File: src/timer_consts.vh
// Offsets, field positions and reset values of the 16-bit timer block
// ----------------------------------------------------------------------
// How it works
// - Timer count is 16 bits, advancing once per prescale value plus one clocks.
// - Prescale count equal to prescale value: next clock bumps count, clears prescaler.
// - Prescale count is a 16-bit counter, readable and writable over the bus.
// - Timer control lets software disable the count or hold it in reset.
// - Match control picks, per channel, flag raising and count reset on match.
// - Four match values compare against the count; reset, halt and/or flag.
// - Capture control picks capture edges per input and whether a flag rises.
// - Selected event on capture input 0 copies the count into capture value 0.
// - Selected event on capture input 1 copies the count into capture value 1.
// - External match control governs match actions and the match output pins.
// - Count mode control picks timer mode or counting edges of a chosen input.
// - PWM enable turns on PWM operation per external match output pin.
// - Interrupt flags hold four match and two capture flags, readable by software.
// - A flag reads one while raised and not cleared, zero otherwise.
// - Writing one clears a flag; writing zero leaves it unchanged.
// - Match flags at bits 0-3, capture 0 at 4, capture 1 at 5 here.
// - Sibling places capture 1 flag at bit 6; the position is a parameter.
// - Reset values apply to implemented bits; reserved bits read as zero.
// - Control bit 0 enables counters; bit 1 holds both counters at zero.
// - The count wraps from its maximum to zero without raising any flag.
// - A match with stop enabled halts counters and clears the enable bit.
// ----------------------------------------------------------------------
`ifndef TIMER_CONSTS_VH
`define TIMER_CONSTS_VH

// ----------------------------------------------------------------------
// Register byte offsets
// ----------------------------------------------------------------------
`define OFS_INT_FLAGS 12'h000
`define OFS_TIMER_CTRL 12'h004
`define OFS_TIMER_COUNT 12'h008
`define OFS_PRESCALE_VAL 12'h00C
`define OFS_PRESCALE_CNT 12'h010
`define OFS_MATCH_CTRL 12'h014
`define OFS_MATCH_VAL0 12'h018
`define OFS_MATCH_VAL1 12'h01C
`define OFS_MATCH_VAL2 12'h020
`define OFS_MATCH_VAL3 12'h024
`define OFS_CAPTURE_CTRL 12'h028
`define OFS_CAPTURE_VAL0 12'h02C
`define OFS_CAPTURE_VAL1 12'h030
`define OFS_EXT_MATCH 12'h03C
`define OFS_COUNT_MODE 12'h070
`define OFS_PWM_EN 12'h074

// ----------------------------------------------------------------------
// Field positions
// ----------------------------------------------------------------------
`define CTRL_ENABLE_BIT 0
`define CTRL_RESET_BIT 1
`define CAP1_FLAG_BIT_DEFAULT 5
`define MODE_TIMER 2'h0
`define ACT_NONE 2'h0
`define ACT_CLEAR 2'h1
`define ACT_SET 2'h2
`define ACT_TOGGLE 2'h3

// ----------------------------------------------------------------------
// Reset values
// ----------------------------------------------------------------------
`define RST_WORD16 16'h0000
`define RST_CTRL 2'h0
`define RST_FLAGS 6'h00
`define RST_MATCH_CTRL 12'h000
`define RST_CAPTURE_CTRL 6'h00
`define RST_EXT_ACTIONS 8'h00
`define RST_COUNT_MODE 4'h0
`define RST_PWM 2'h0

`endif

File: src/edge_detect.v
// Pin synchroniser with rising and falling edge pulses
`timescale 1ns/100ps
module edge_detect (
  input wire pclk,
  input wire presetn,
  input wire pin,
  output wire rise,
  output wire fall
);
  reg meta_q;
  reg sync_q;
  reg prev_q;

  // Two flops against metastability, a third remembers the old level
  always @(posedge pclk or negedge presetn) begin
    if (!presetn) begin
      meta_q <= 1'b0;
      sync_q <= 1'b0;
      prev_q <= 1'b0;
    end else begin
      meta_q <= pin;
      sync_q <= meta_q;
      prev_q <= sync_q;
    end
  end

  // Edges are seen only on settled levels
  assign rise = sync_q & ~prev_q;
  assign fall = ~sync_q & prev_q;
endmodule

File: src/match_pin.v
// One external match output state bit with its action and PWM mode
`timescale 1ns/100ps
`include "timer_consts.vh"
module match_pin (
  input wire pclk,
  input wire presetn,
  input wire hit,
  input wire [1:0] action,
  input wire pwm_mode,
  input wire count_ge,
  input wire wr_en,
  input wire wr_val,
  output reg state_q
);
  reg state_d;

  // PWM follows the compare; otherwise a hit beats a software write
  always @* begin
    state_d = state_q;
    if (pwm_mode) begin
      state_d = count_ge;
    end else if (hit) begin
      case (action)
        `ACT_CLEAR: state_d = 1'b0;
        `ACT_SET: state_d = 1'b1;
        `ACT_TOGGLE: state_d = ~state_q;
        default: state_d = state_q;
      endcase
    end else if (wr_en) begin
      state_d = wr_val;
    end
  end

  // State register
  always @(posedge pclk or negedge presetn) begin
    if (!presetn) begin
      state_q <= 1'b0;
    end else begin
      state_q <= state_d;
    end
  end
endmodule

File: src/timer16.v
// Sixteen-bit timer/counter with match, capture and APB register file
`timescale 1ns/100ps
`include "timer_consts.vh"
module timer16 #(
  parameter CAP1_BIT = `CAP1_FLAG_BIT_DEFAULT
) (
  input wire pclk,
  input wire presetn,
  input wire psel,
  input wire penable,
  input wire pwrite,
  input wire [11:0] paddr,
  input wire [31:0] pwdata,
  output reg [31:0] prdata,
  output reg pready,
  output reg pslverr,
  input wire capture_input_0,
  input wire capture_input_1,
  output wire [1:0] match_outputs
);

  // --------------------------------------------------------------------
  // Edge selection shared by capture and counter mode
  // --------------------------------------------------------------------
  // Bit 0 picks rising, bit 1 falling, both picks either edge
  function edge_sel;
    input [1:0] sel;
    input r;
    input f;
    begin
      edge_sel = (sel[0] & r) | (sel[1] & f);
    end
  endfunction

  // --------------------------------------------------------------------
  // State
  // --------------------------------------------------------------------
  reg [5:0] flags_q;
  reg [5:0] flags_d;
  reg [1:0] timer_control_q;
  reg [1:0] timer_control_d;
  reg [15:0] timer_count_q;
  reg [15:0] timer_count_d;
  reg [15:0] prescale_value_q;
  reg [15:0] prescale_count_q;
  reg [15:0] prescale_count_d;
  reg [11:0] match_control_q;
  reg [15:0] match_value_q [0:3];
  reg [5:0] capture_control_q;
  reg [15:0] capture_value_0_q;
  reg [15:0] capture_value_1_q;
  reg [7:0] ext_actions_q;
  reg [3:0] count_mode_control_q;
  reg [1:0] pwm_enable_q;
  reg [31:0] rdata_d;

  wire [1:0] rise;
  wire [1:0] fall;
  wire [3:0] match_state;
  wire [3:0] match_hit;
  wire [3:0] hit_int;
  wire [3:0] hit_reset;
  wire [3:0] hit_stop;
  wire [3:0] count_ge;
  wire [3:0] pwm_vec;
  wire [5:0] flag_set;
  wire [5:0] flag_clr;
  wire [31:0] flags_word;

  // --------------------------------------------------------------------
  // Bus decode
  // --------------------------------------------------------------------
  // Zero-wait slave: pready rises for the access cycle after setup
  wire setup_ph = psel & ~penable;
  wire wr = psel & penable & pwrite & pready;
  wire wr_flags = wr & (paddr == `OFS_INT_FLAGS);
  wire wr_ctrl = wr & (paddr == `OFS_TIMER_CTRL);
  wire wr_count = wr & (paddr == `OFS_TIMER_COUNT);
  wire wr_pval = wr & (paddr == `OFS_PRESCALE_VAL);
  wire wr_pcnt = wr & (paddr == `OFS_PRESCALE_CNT);
  wire wr_mctrl = wr & (paddr == `OFS_MATCH_CTRL);
  wire wr_cctrl = wr & (paddr == `OFS_CAPTURE_CTRL);
  wire wr_ext = wr & (paddr == `OFS_EXT_MATCH);
  wire wr_mode = wr & (paddr == `OFS_COUNT_MODE);
  wire wr_pwm = wr & (paddr == `OFS_PWM_EN);

  // --------------------------------------------------------------------
  // Capture pins
  // --------------------------------------------------------------------
  edge_detect u_cap0 (
    .pclk(pclk),
    .presetn(presetn),
    .pin(capture_input_0),
    .rise(rise[0]),
    .fall(fall[0])
  );

  edge_detect u_cap1 (
    .pclk(pclk),
    .presetn(presetn),
    .pin(capture_input_1),
    .rise(rise[1]),
    .fall(fall[1])
  );

  // Capture triggers per input, edges picked by capture control
  wire cap0_ev = edge_sel(capture_control_q[1:0], rise[0], fall[0]);
  wire cap1_ev = edge_sel(capture_control_q[4:3], rise[1], fall[1]);

  // --------------------------------------------------------------------
  // Count sources and prescaler
  // --------------------------------------------------------------------
  // Counter mode counts edges of the chosen capture input
  wire in_sel = count_mode_control_q[2];
  wire src_rise = in_sel ? rise[1] : rise[0];
  wire src_fall = in_sel ? fall[1] : fall[0];
  wire timer_mode = (count_mode_control_q[1:0] == `MODE_TIMER);
  wire count_ev = timer_mode |
                  edge_sel(count_mode_control_q[1:0], src_rise,
                           src_fall);
  wire run = timer_control_q[`CTRL_ENABLE_BIT] &
             ~timer_control_q[`CTRL_RESET_BIT];
  wire terminal = (prescale_count_q == prescale_value_q);
  wire tick = run & count_ev & terminal;

  // --------------------------------------------------------------------
  // Match compare
  // --------------------------------------------------------------------
  // A match counts when the count holds the value at a tick, so a reset
  // on match gives a period of match value plus one counts
  genvar i;
  generate
    for (i = 0; i < 4; i = i + 1) begin : g_match
      assign match_hit[i] = tick &
                            (timer_count_q == match_value_q[i]);
      assign hit_int[i] = match_hit[i] & match_control_q[3*i];
      assign hit_reset[i] = match_hit[i] &
                            match_control_q[3*i+1];
      assign hit_stop[i] = match_hit[i] & match_control_q[3*i+2];
      assign count_ge[i] = (timer_count_q >= match_value_q[i]);

      match_pin u_pin (
        .pclk(pclk),
        .presetn(presetn),
        .hit(match_hit[i]),
        .action(ext_actions_q[2*i+1:2*i]),
        .pwm_mode(pwm_vec[i]),
        .count_ge(count_ge[i]),
        .wr_en(wr_ext),
        .wr_val(pwdata[i]),
        .state_q(match_state[i])
      );
    end
  endgenerate

  // Only the first two channels have pins and hence PWM
  assign pwm_vec = {2'b00, pwm_enable_q};
  assign match_outputs = match_state[1:0];

  // --------------------------------------------------------------------
  // Timer and prescale counters
  // --------------------------------------------------------------------
  // Held reset wins, then software writes, then match reset, then tick
  always @* begin
    timer_count_d = timer_count_q;
    prescale_count_d = prescale_count_q;
    if (timer_control_q[`CTRL_RESET_BIT]) begin
      timer_count_d = `RST_WORD16;
      prescale_count_d = `RST_WORD16;
    end else begin
      if (wr_count) begin
        timer_count_d = pwdata[15:0];
      end else if (|hit_reset) begin
        timer_count_d = `RST_WORD16;
      end else if (tick) begin
        // Plain 16-bit add wraps to zero, no flag on the wrap
        timer_count_d = timer_count_q + 16'h0001;
      end
      if (wr_pcnt) begin
        prescale_count_d = pwdata[15:0];
      end else if (run & count_ev) begin
        if (terminal) begin
          prescale_count_d = `RST_WORD16;
        end else begin
          prescale_count_d = prescale_count_q + 16'h0001;
        end
      end
    end
  end

  // Stop on match overrides a write to the enable in the same cycle
  always @* begin
    timer_control_d = timer_control_q;
    if (wr_ctrl) begin
      timer_control_d = pwdata[1:0];
    end
    if (|hit_stop) begin
      timer_control_d[`CTRL_ENABLE_BIT] = 1'b0;
    end
  end

  // --------------------------------------------------------------------
  // Interrupt flags
  // --------------------------------------------------------------------
  // Capture 1 flag moves with CAP1_BIT; the other spare bit reads zero
  assign flag_set = {cap1_ev & capture_control_q[5],
                     cap0_ev & capture_control_q[2],
                     hit_int};
  assign flag_clr = wr_flags ? {pwdata[CAP1_BIT], pwdata[4:0]} :
                    6'h00;
  assign flags_word = {{27{1'b0}}, flags_q[4:0]} |
                      ({{31{1'b0}}, flags_q[5]} << CAP1_BIT);

  // Set wins over clear so an event in the clearing cycle survives
  always @* begin
    flags_d = (flags_q & ~flag_clr) | flag_set;
  end

  // --------------------------------------------------------------------
  // Read mux
  // --------------------------------------------------------------------
  // Narrow fields sit low, upper bits and holes read zero
  always @* begin
    rdata_d = 32'h00000000;
    case (paddr)
      `OFS_INT_FLAGS: rdata_d = flags_word;
      `OFS_TIMER_CTRL: rdata_d = {30'h00000000, timer_control_q};
      `OFS_TIMER_COUNT: rdata_d = {16'h0000, timer_count_q};
      `OFS_PRESCALE_VAL: rdata_d = {16'h0000, prescale_value_q};
      `OFS_PRESCALE_CNT: rdata_d = {16'h0000, prescale_count_q};
      `OFS_MATCH_CTRL: rdata_d = {20'h00000, match_control_q};
      `OFS_MATCH_VAL0: rdata_d = {16'h0000, match_value_q[0]};
      `OFS_MATCH_VAL1: rdata_d = {16'h0000, match_value_q[1]};
      `OFS_MATCH_VAL2: rdata_d = {16'h0000, match_value_q[2]};
      `OFS_MATCH_VAL3: rdata_d = {16'h0000, match_value_q[3]};
      `OFS_CAPTURE_CTRL: rdata_d = {26'h0000000, capture_control_q};
      `OFS_CAPTURE_VAL0: rdata_d = {16'h0000, capture_value_0_q};
      `OFS_CAPTURE_VAL1: rdata_d = {16'h0000, capture_value_1_q};
      `OFS_EXT_MATCH: rdata_d = {20'h00000, ext_actions_q, match_state};
      `OFS_COUNT_MODE: rdata_d = {28'h0000000, count_mode_control_q};
      `OFS_PWM_EN: rdata_d = {30'h00000000, pwm_enable_q};
      default: rdata_d = 32'h00000000;
    endcase
  end

  // --------------------------------------------------------------------
  // Bus response registers
  // --------------------------------------------------------------------
  // Read data is latched at the setup edge and held through the access
  always @(posedge pclk or negedge presetn) begin
    if (!presetn) begin
      prdata <= 32'h00000000;
      pready <= 1'b0;
      pslverr <= 1'b0;
    end else begin
      pready <= setup_ph;
      pslverr <= 1'b0;
      if (setup_ph & ~pwrite) begin
        prdata <= rdata_d;
      end
    end
  end

  // --------------------------------------------------------------------
  // Counter and flag registers
  // --------------------------------------------------------------------
  always @(posedge pclk or negedge presetn) begin
    if (!presetn) begin
      flags_q <= `RST_FLAGS;
      timer_control_q <= `RST_CTRL;
      timer_count_q <= `RST_WORD16;
      prescale_count_q <= `RST_WORD16;
    end else begin
      flags_q <= flags_d;
      timer_control_q <= timer_control_d;
      timer_count_q <= timer_count_d;
      prescale_count_q <= prescale_count_d;
    end
  end

  // --------------------------------------------------------------------
  // Configuration registers
  // --------------------------------------------------------------------
  // Writes to unmapped offsets match no strobe and are dropped
  always @(posedge pclk or negedge presetn) begin
    if (!presetn) begin
      prescale_value_q <= `RST_WORD16;
      match_control_q <= `RST_MATCH_CTRL;
      capture_control_q <= `RST_CAPTURE_CTRL;
      ext_actions_q <= `RST_EXT_ACTIONS;
      count_mode_control_q <= `RST_COUNT_MODE;
      pwm_enable_q <= `RST_PWM;
    end else begin
      if (wr_pval) begin
        prescale_value_q <= pwdata[15:0];
      end
      if (wr_mctrl) begin
        match_control_q <= pwdata[11:0];
      end
      if (wr_cctrl) begin
        capture_control_q <= pwdata[5:0];
      end
      if (wr_ext) begin
        ext_actions_q <= pwdata[11:4];
      end
      if (wr_mode) begin
        // Bit 3 is reserved and must read back as zero
        count_mode_control_q <= {1'b0, pwdata[2:0]};
      end
      if (wr_pwm) begin
        pwm_enable_q <= pwdata[1:0];
      end
    end
  end

  // Match values, one word each at consecutive offsets
  generate
    for (i = 0; i < 4; i = i + 1) begin : g_mval
      always @(posedge pclk or negedge presetn) begin
        if (!presetn) begin
          match_value_q[i] <= `RST_WORD16;
        end else if (wr & (paddr == `OFS_MATCH_VAL0 + 4 * i)) begin
          match_value_q[i] <= pwdata[15:0];
        end
      end
    end
  endgenerate

  // --------------------------------------------------------------------
  // Capture registers
  // --------------------------------------------------------------------
  // Read-only to software; captures run whether or not the timer runs
  always @(posedge pclk or negedge presetn) begin
    if (!presetn) begin
      capture_value_0_q <= `RST_WORD16;
      capture_value_1_q <= `RST_WORD16;
    end else begin
      if (cap0_ev) begin
        capture_value_0_q <= timer_count_q;
      end
      if (cap1_ev) begin
        capture_value_1_q <= timer_count_q;
      end
    end
  end

endmodule

File: config.mk
export PLATFORM = sky130hd
export DESIGN_NAME = timer16
export DESIGN_NICKNAME = d
export VERILOG_FILES = /design/src/edge_detect.v /design/src/match_pin.v /design/src/timer16.v
export VERILOG_INCLUDE_DIRS = /design/src
export SDC_FILE = /design/constraint.sdc
export NUM_CORES = 1
export LEC_CHECK = 0
export ABC_AREA = 1
export BUFFER_PORTS_ARGS = -buffer_cell sky130_fd_sc_hd__buf_2
export CORE_ASPECT_RATIO = 1.1
export CORE_UTILIZATION = 62
export DETAILED_ROUTE_END_ITERATION = 10
export PLACE_DENSITY = 0.89
export SYNTH_ARGS = -nofsm -noshare
export SYNTH_HDL_FRONTEND = slang
export SYNTH_HIERARCHICAL = 1
export SYNTH_SLANG_ARGS = --single-unit
File: constraint.sdc
create_clock -name pclk -period 2.4 [get_ports pclk]
set_input_delay 0.12 -clock pclk [delete_from_list [all_inputs] [get_ports pclk]]
set_output_delay 0.12 -clock pclk [all_outputs]
set_load 0.005 [all_outputs]
==> results of run 1 <==
-- power groups by stage --
stage               Sequential, mW  Clock, mW  Combinational, mW
floorplan                     3.62          0              0.100
global placement              3.62          0              0.270
detailed placement            3.62          0              0.272
CTS                           3.56       3.83              0.287
global route                  3.56       3.97              0.322
finish                        3.56       3.83              0.297
-- metal layers --
layer / vias up / routed length (µm) / GRT usage
li1: 5629 / - / -
met1: 5898 / 15900 / 0.550
met2: 846 / 19200 / 0.660
met3: 191 / 5630 / 0.114
met4: 2 / 2520 / 0.223
met5: - / 33 / 0.0126
-- cells in the mapped netlist, types with 3 or more instances --
master / instances / area (µm²)
buf_6: 5 / 56.3
clkbuf_1: 29 / 109
o21ai_1: 7 / 35.0
o21ai_0: 202 / 1010
nor2_1: 109 / 409
nand3_2: 6 / 60.1
xnor2_1: 9 / 78.8
a221oi_1: 5 / 43.8
xor2_1: 17 / 149
nor2_2: 6 / 37.5
nor3_1: 19 / 95.1
ha_1: 66 / 826
buf_2: 11 / 55.1
nand2_1: 443 / 1660
a31oi_1: 7 / 43.8
nand2_2: 12 / 75.1
dfrtp_1: 210 / 5260
or2_2: 3 / 18.8
a211oi_1: 6 / 45.0
o221ai_1: 8 / 70.1
inv_2: 12 / 45.0
inv_1: 227 / 852
nor2_4: 4 / 45.0
o22ai_1: 59 / 369
nand3_1: 70 / 350
buf_4: 21 / 158
nand4_1: 17 / 106
a21oi_1: 51 / 255
o211ai_1: 6 / 45.0
-- kinds of logic (layout without fill, tap and decap cells) --
kind of cell / Yosys count / count (layout) / share of synthesized area
simple gates: 699 / 699 / 0.236
other cells: 1 / 21 / 0.000298
mux: 1 / 1 / 0.000895
fa+ha+maj: 66 / 66 / 0.0656
buf+inv: 309 / 412 / 0.104
flops: 210 / 210 / 0.418
xor+xnor: 27 / 27 / 0.0194
compound gates: 357 / 357 / 0.156
-- cell type report --
type | count | area, µm²
clock buffers | 41 | 766
clock inverters | 2 | 60.1
fillers | 1552 | 5490
inverters | 240 | 901
multi-input cells | 1171 | 6130
flip-flops and latches | 210 | 5260
well taps | 252 | 315
repair buffers | 129 | 946
-- timing repair --
action                                 in CTS  in global routing
gates resized for setup                     0                 12
setup endpoints to repair                   0                 23
hold buffers                               10                  0
endpoints found under the hold margin      75                  0
buffers inserted                            0                  1
-- through the flow --
stage	utilization	power, mW	area [µm²]
2_1_floorplan	-	3.72	12700
5_1_grt	0.723	7.85	14400
6_report	0.723	7.68	14400
3_5_place_dp	0.674	3.90	13400
4_1_cts	0.721	7.68	14300
3_3_place_gp	0.674	3.89	13400
-- state kept, by name, indices dropped and copies added (netlist names) --
name                   flops
capture_value_1_q         16
u_cap0/prev_q              1
g_match.u_pin/state_q      4
match_value_q             64
ext_actions_q              8
count_mode_control_q       3
match_control_q           12
timer_count_q             16
pready                     1
prescale_value_q          16
u_cap1/sync_q              1
u_cap0/sync_q              1
timer_control_q            2
u_cap0/meta_q              1
flags_q                    6
prdata                    16
pwm_enable_q               2
prescale_count_q          16
capture_control_q          6
capture_value_0_q         16
u_cap1/prev_q              1
u_cap1/meta_q              1
-- worst min-delay path: stages --
cell	delay, ps
buf_2	150
o21ai_0	100
o22ai_1	120
-- path summary, 6_finish.rpt --
| path | endpoint | slack, ps |
|---|---|---|
| setup / recovery | timer_count_q[13] | 60 |
| hold / removal | prescale_count_q[11] | 9 |
| hold reg to reg | u_cap0/sync_q | 350 |
| setup reg to reg | timer_count_q[13] | 60 |
| max in group asynchronous | prescale_count_q[6] | 1500 |
| min in group asynchronous | capture_value_0_q[14] | 140 |
==> results.md, run 1 <==
* Run status: complete, no violations
* Slew margin rel. at 0.361
* Min-delay src: pwdata[11]
* FF-to-FF path depth at 14
* Crit path cell chain: buf_4 > ha_1 > nand2_1 > nor2_1 > nand2_1 > nor2_2 > nand4_1 > nand2_2 > nor2_4 > buf_12 > nand2_1 > nand2_1 > nand2_1 > nand2_1
* Seq cells post-synth at 210
* Synth warnings at 6
* CP Max Fanout at 16
* Most frequent cell on the critical path: nand2_1
* Final WS setup at 60.4 ps
* H-Tree Level Count at 1
* HPWL after DPL at 31.7 mm
* CTS Sinks at 210
* Crit-path leading delay family: simple AND/OR/NAND/NOR gates
* Drt initial violations at between 1500 and 2000
* Initial Utilization at 0.633
* Critical setup path kind: reg -> reg
* Hold Vio Cnt, Final at 0
* Area growth syn-to-layout at 14.2%
* TritonCTS buffer count at 24
* Crit path depth at 14
* Total die area at 20900 µm²
* Net Switching at 1.70 mW
* Max Buffers Root-to-Sink at 3
* Worst Hold Class: in -> reg
* Cell-internal power at 5.98 mW
* Crit path from: timer_count_q[2]
* Die Width at 138 µm
* Min-Delay Path Depth at 3
* Leakage power at 7.16 nW
* Layout cell share with drive strength beyond 1 at 0.121
* Final non-filler cell total at 2045
* Clock Power Share at 0.498
* RSZ-0062 raised after global routing: true
* Max-Cap Viols at 0
* Synth cell types at 49
* Layout Nets at 1893
* Slowest CP cell: dfrtp_1
* First-pass GRT wire length at ~66 mm
* Comb power frac at 0.039
* Worst slack, placed at 81.4 ps
* Ys flop type: dfrtp_1
* Clk_skew at 17.4 ps
* Total Routing Usage GR at 0.428
* Setup TNS at 0 ps
* Avg Inst Size Synth at 7.53 µm²
* Critical path data arrival time at 2760 ps
* Data required, critical path at 2820 ps
* Ant diodes at 0
* Async set-reset flop share out of synthesis at 1.00
* Final setup viols at 0
* Final Cycle Share at 0.975
* Clk pin slew, worst setup/hold paths at around 60 ps
* CP Capture Type: flop
* GP Congestion at 1.07
* Sequential share of power at 0.463
* Vias/cell at 6.14
* Max Freq at approximately 430 MHz
* Clk_lat worst skew at roughly 530 ps
* Commonest non-fill, non-tap cell in the layout: nand2_1
* Vias in the first global route at roughly 12000
* Tmin final at approximately 2300 ps
* Core footprint at 19900 µm²
* PwrDens at between 500 and 600 nW/µm²
* TritonCTS clock tree: done
* Register area share after synthesis at 0.418
* Initial antenna violation count at 0
* Worst path buffer plus inverter count at 2
* Post-Route WL at 43.3 mm
* Clock root buffer: clkbuf_16
* Largest net degree at the start of global routing at 72
* Total grt overflow at 0
* # rows at 54
* Slowest Stage Delay on Critical Path at 460 ps
* Final Max Tran Viols at 0
* # placed instances at between 1500 and 2000
* Die Y at ~150 µm
* DR vias at 12600
* Peak supply drop at 676 µV
* Cell Area, Synth at 12600 µm²
* Syn Inst Count at 1670
* Worst reg2reg startpoint: timer_count_q[2]
* Post-synth EDFFs at 0
* IO Count at 87
* Slew @ Worst Pin at 952 ps
* Buffers on Ports at 53
* Most frequent cells in the layout: nand2_1 (443), inv_1 (227), dfrtp_1 (208)
* Routed Antenna Nets at 0
* First-pass DRT Iterations at 8
* Avg WL per Cell at about 21 µm
* Fin Hold WS at just over 9 ps
* Sw frac at 0.221
* Setup crit start kind: flop
* DRC at 0
Note: power is estimated with default switching activity, not from simulation.
==> run 2: changes to the inputs <==
CORE_UTILIZATION = 63   (was 62)
CTS_BUF_LIST = sky130_fd_sc_hd__clkbuf_8   (was unset)
PLACE_DENSITY = 0.9   (was 0.89)
==> run 2 against run 1 <==
  * Non-clock buffer count unchanged
  * Critical path depth decreased by 1
  * Combinational power increased by 2%
  * Flip-flop and latch count unchanged
  * Core utilization increased by 1.6 points
  * Worst hold slack improved by 4.3 ps
  * Clock skew decreased by 1.8 ps
  * Register-to-register slack improved by 50 ps
==> results.md, run 2 (synthesized netlist as in run 1, its figures left out) <==
* Run status: complete, no violations
* Max-Cap Viols at 0
* PwrDens at 507 nW/µm²
* RSZ-0062 raised after global routing: false
* TritonCTS clock tree: done
* Final setup viols at 0
* Crit-path leading delay family: simple AND/OR/NAND/NOR gates
* Tmin final at 2290 ps
* Post-Route WL at 44.5 mm
* Min-Delay Path Depth at 5
* Most frequent cell on the critical path: nand2_1
* Die Y at 150 µm
* Area growth syn-to-layout at 13.8%
* Final Cell Area at 14300 µm²
* Worst slack, placed at 61.9 ps
* Max Buffers Root-to-Sink at 3
* Data required, critical path at 2830 ps
* Max FFs per register at 64
* First-pass DRT Iterations at 7
* Final Max Tran Viols at 0
* Fill cells at approximately 1500
* CP Max Fanout at 8
* Post-CTS setup buffer count at 0
* Critical path data arrival time at 2730 ps
* FF-to-FF path depth at 13
* # rows at 53
* Setup TNS at 0 ps
* Final WS setup at 107 ps
* Die Width at between 100 and 150 µm
* Total die area at 20500 µm²
* Hold Vio Cnt, Final at 0
* DR vias at 12700
* Leakage power at 7.17 nW
* IO Count at slightly below 90
* Peak supply drop at 598 µV
* Vias in the first global route at 12200
* Initial Utilization at 0.650
* Core footprint at 19400 µm²
* Sequential Area at 5260 µm²
* Layout cell share with drive strength beyond 1 at 0.132
* Drt initial violations at approximately 1400
* Crit path depth at 13
* Slowest CP cell: dfrtp_2
* HPWL after DPL at ~32 mm
* Buffers on Ports at 53
* Clk_skew at roughly 16 ps
* CP Capture Type: flop
* Design Power at slightly above 7 mW
* Total grt overflow at 0
* Routed Antenna Nets at 0
* Max Freq at 436 MHz
* Vias/cell at between 6 and 7
* Largest net degree at the start of global routing at between 60 and 70
* Total Routing Usage GR at 0.449
* Worst path buffer plus inverter count at 1
* Crit path cell chain: buf_4 > ha_1 > nand2_1 > nor2_1 > nand2_1 > nor2_1 > nand4_1 > nand2_2 > nor2_4 > nand2_1 > nand2_1 > nand2_1 > nand2_1
* Worst Hold Class: in -> reg
* Layout Nets at 1906
* Fin Hold WS at 13.5 ps
* Area of the multi-input gates at a little over 6000 µm²
* Top reg by flops: match_value_q
* Clk pin slew, worst setup/hold paths at approximately 60 ps
* DRC at 0
* Slew @ Worst Pin at 834 ps
* Avg WL per Cell at 21.6 µm
* Commonest non-fill, non-tap cell in the layout: nand2_1
* H-Tree Level Count at 2
* Critical setup path kind: reg -> reg
* Setup crit start kind: flop
* Slew margin rel. at 0.443
* First-pass GRT wire length at 67.2 mm
* Initial antenna violation count at 1
* CTS Sinks at 210
* Slowest Stage Delay on Critical Path at around 480 ps
* TritonCTS buffer count at 36
* Final Cycle Share at 0.955
* GP Congestion at 1.02
* Post-DP Area at 13400 µm²
* Ant diodes at 0
* Clock root buffer: clkbuf_8
* Clk_lat worst skew at 540 ps
* Most frequent cells in the layout: nand2_1 (443), inv_1 (235), dfrtp_1 (206)
run 2: worst register-to-register path: cells and delay by family (launching register included):
family                     cells  cell delay (ps)
DFF                            1              480
buffers and inverters          1              190
and+or+nand+nor               11             1230
adders and majority gates      1              290
run 2: final timing paths:
path,startpoint,end,slack (ps)
setup / recovery,timer_count_q[9],timer_count_q[7],110
hold / removal,pwdata[2],g_match[2].u_pin/state_q,10
setup reg to reg,timer_count_q[9],timer_count_q[7],110
hold reg to reg,u_cap0/meta_q,u_cap0/sync_q,350
max in group asynchronous,presetn,match_value_q[27],1540
min in group asynchronous,presetn,capture_value_1_q[4],80
run 2: cell type report:
type / instances / area share
clock inverter: 17 / 0.00559
sequential: 210 / 0.367
inverter: 240 / 0.0629
tap: 247 / 0.0216
timing repair buffer: 129 / 0.0661
clock buffer: 49 / 0.0471
multi-input combinational: 1172 / 0.429
run 2: timing repair:
item                                   in CTS  in global routing
endpoints found under the hold margin     224                  0
hold buffers                               15                  0
resized for setup                           0                 17
setup endpoints to repair                   0                 18
run 2: where the power goes:
group          switching [mW]  internal, mW  total, mW
clock                    1.57          1.83       3.40
combinational           0.228        0.0754      0.304
sequential            0.00827          3.55       3.56
run 2: stage by stage:
stage                     instances   util
after floorplan                1690      -
after global routing           2064  0.739
final                          2064  0.739
after CTS                      2063  0.737
after global placement         1982  0.690
after detailed placement       1982  0.690
run 2: layer usage:
metal  track usage  routed length [µm]  vias up  share of wire
met5             0                   0        -              0
met3         0.146                5820      225           0.13
met4         0.358                3930        0          0.088
li1              -                   -     5651              -
met1         0.531               15700     5928           0.35
met2         0.669               19100      877           0.43
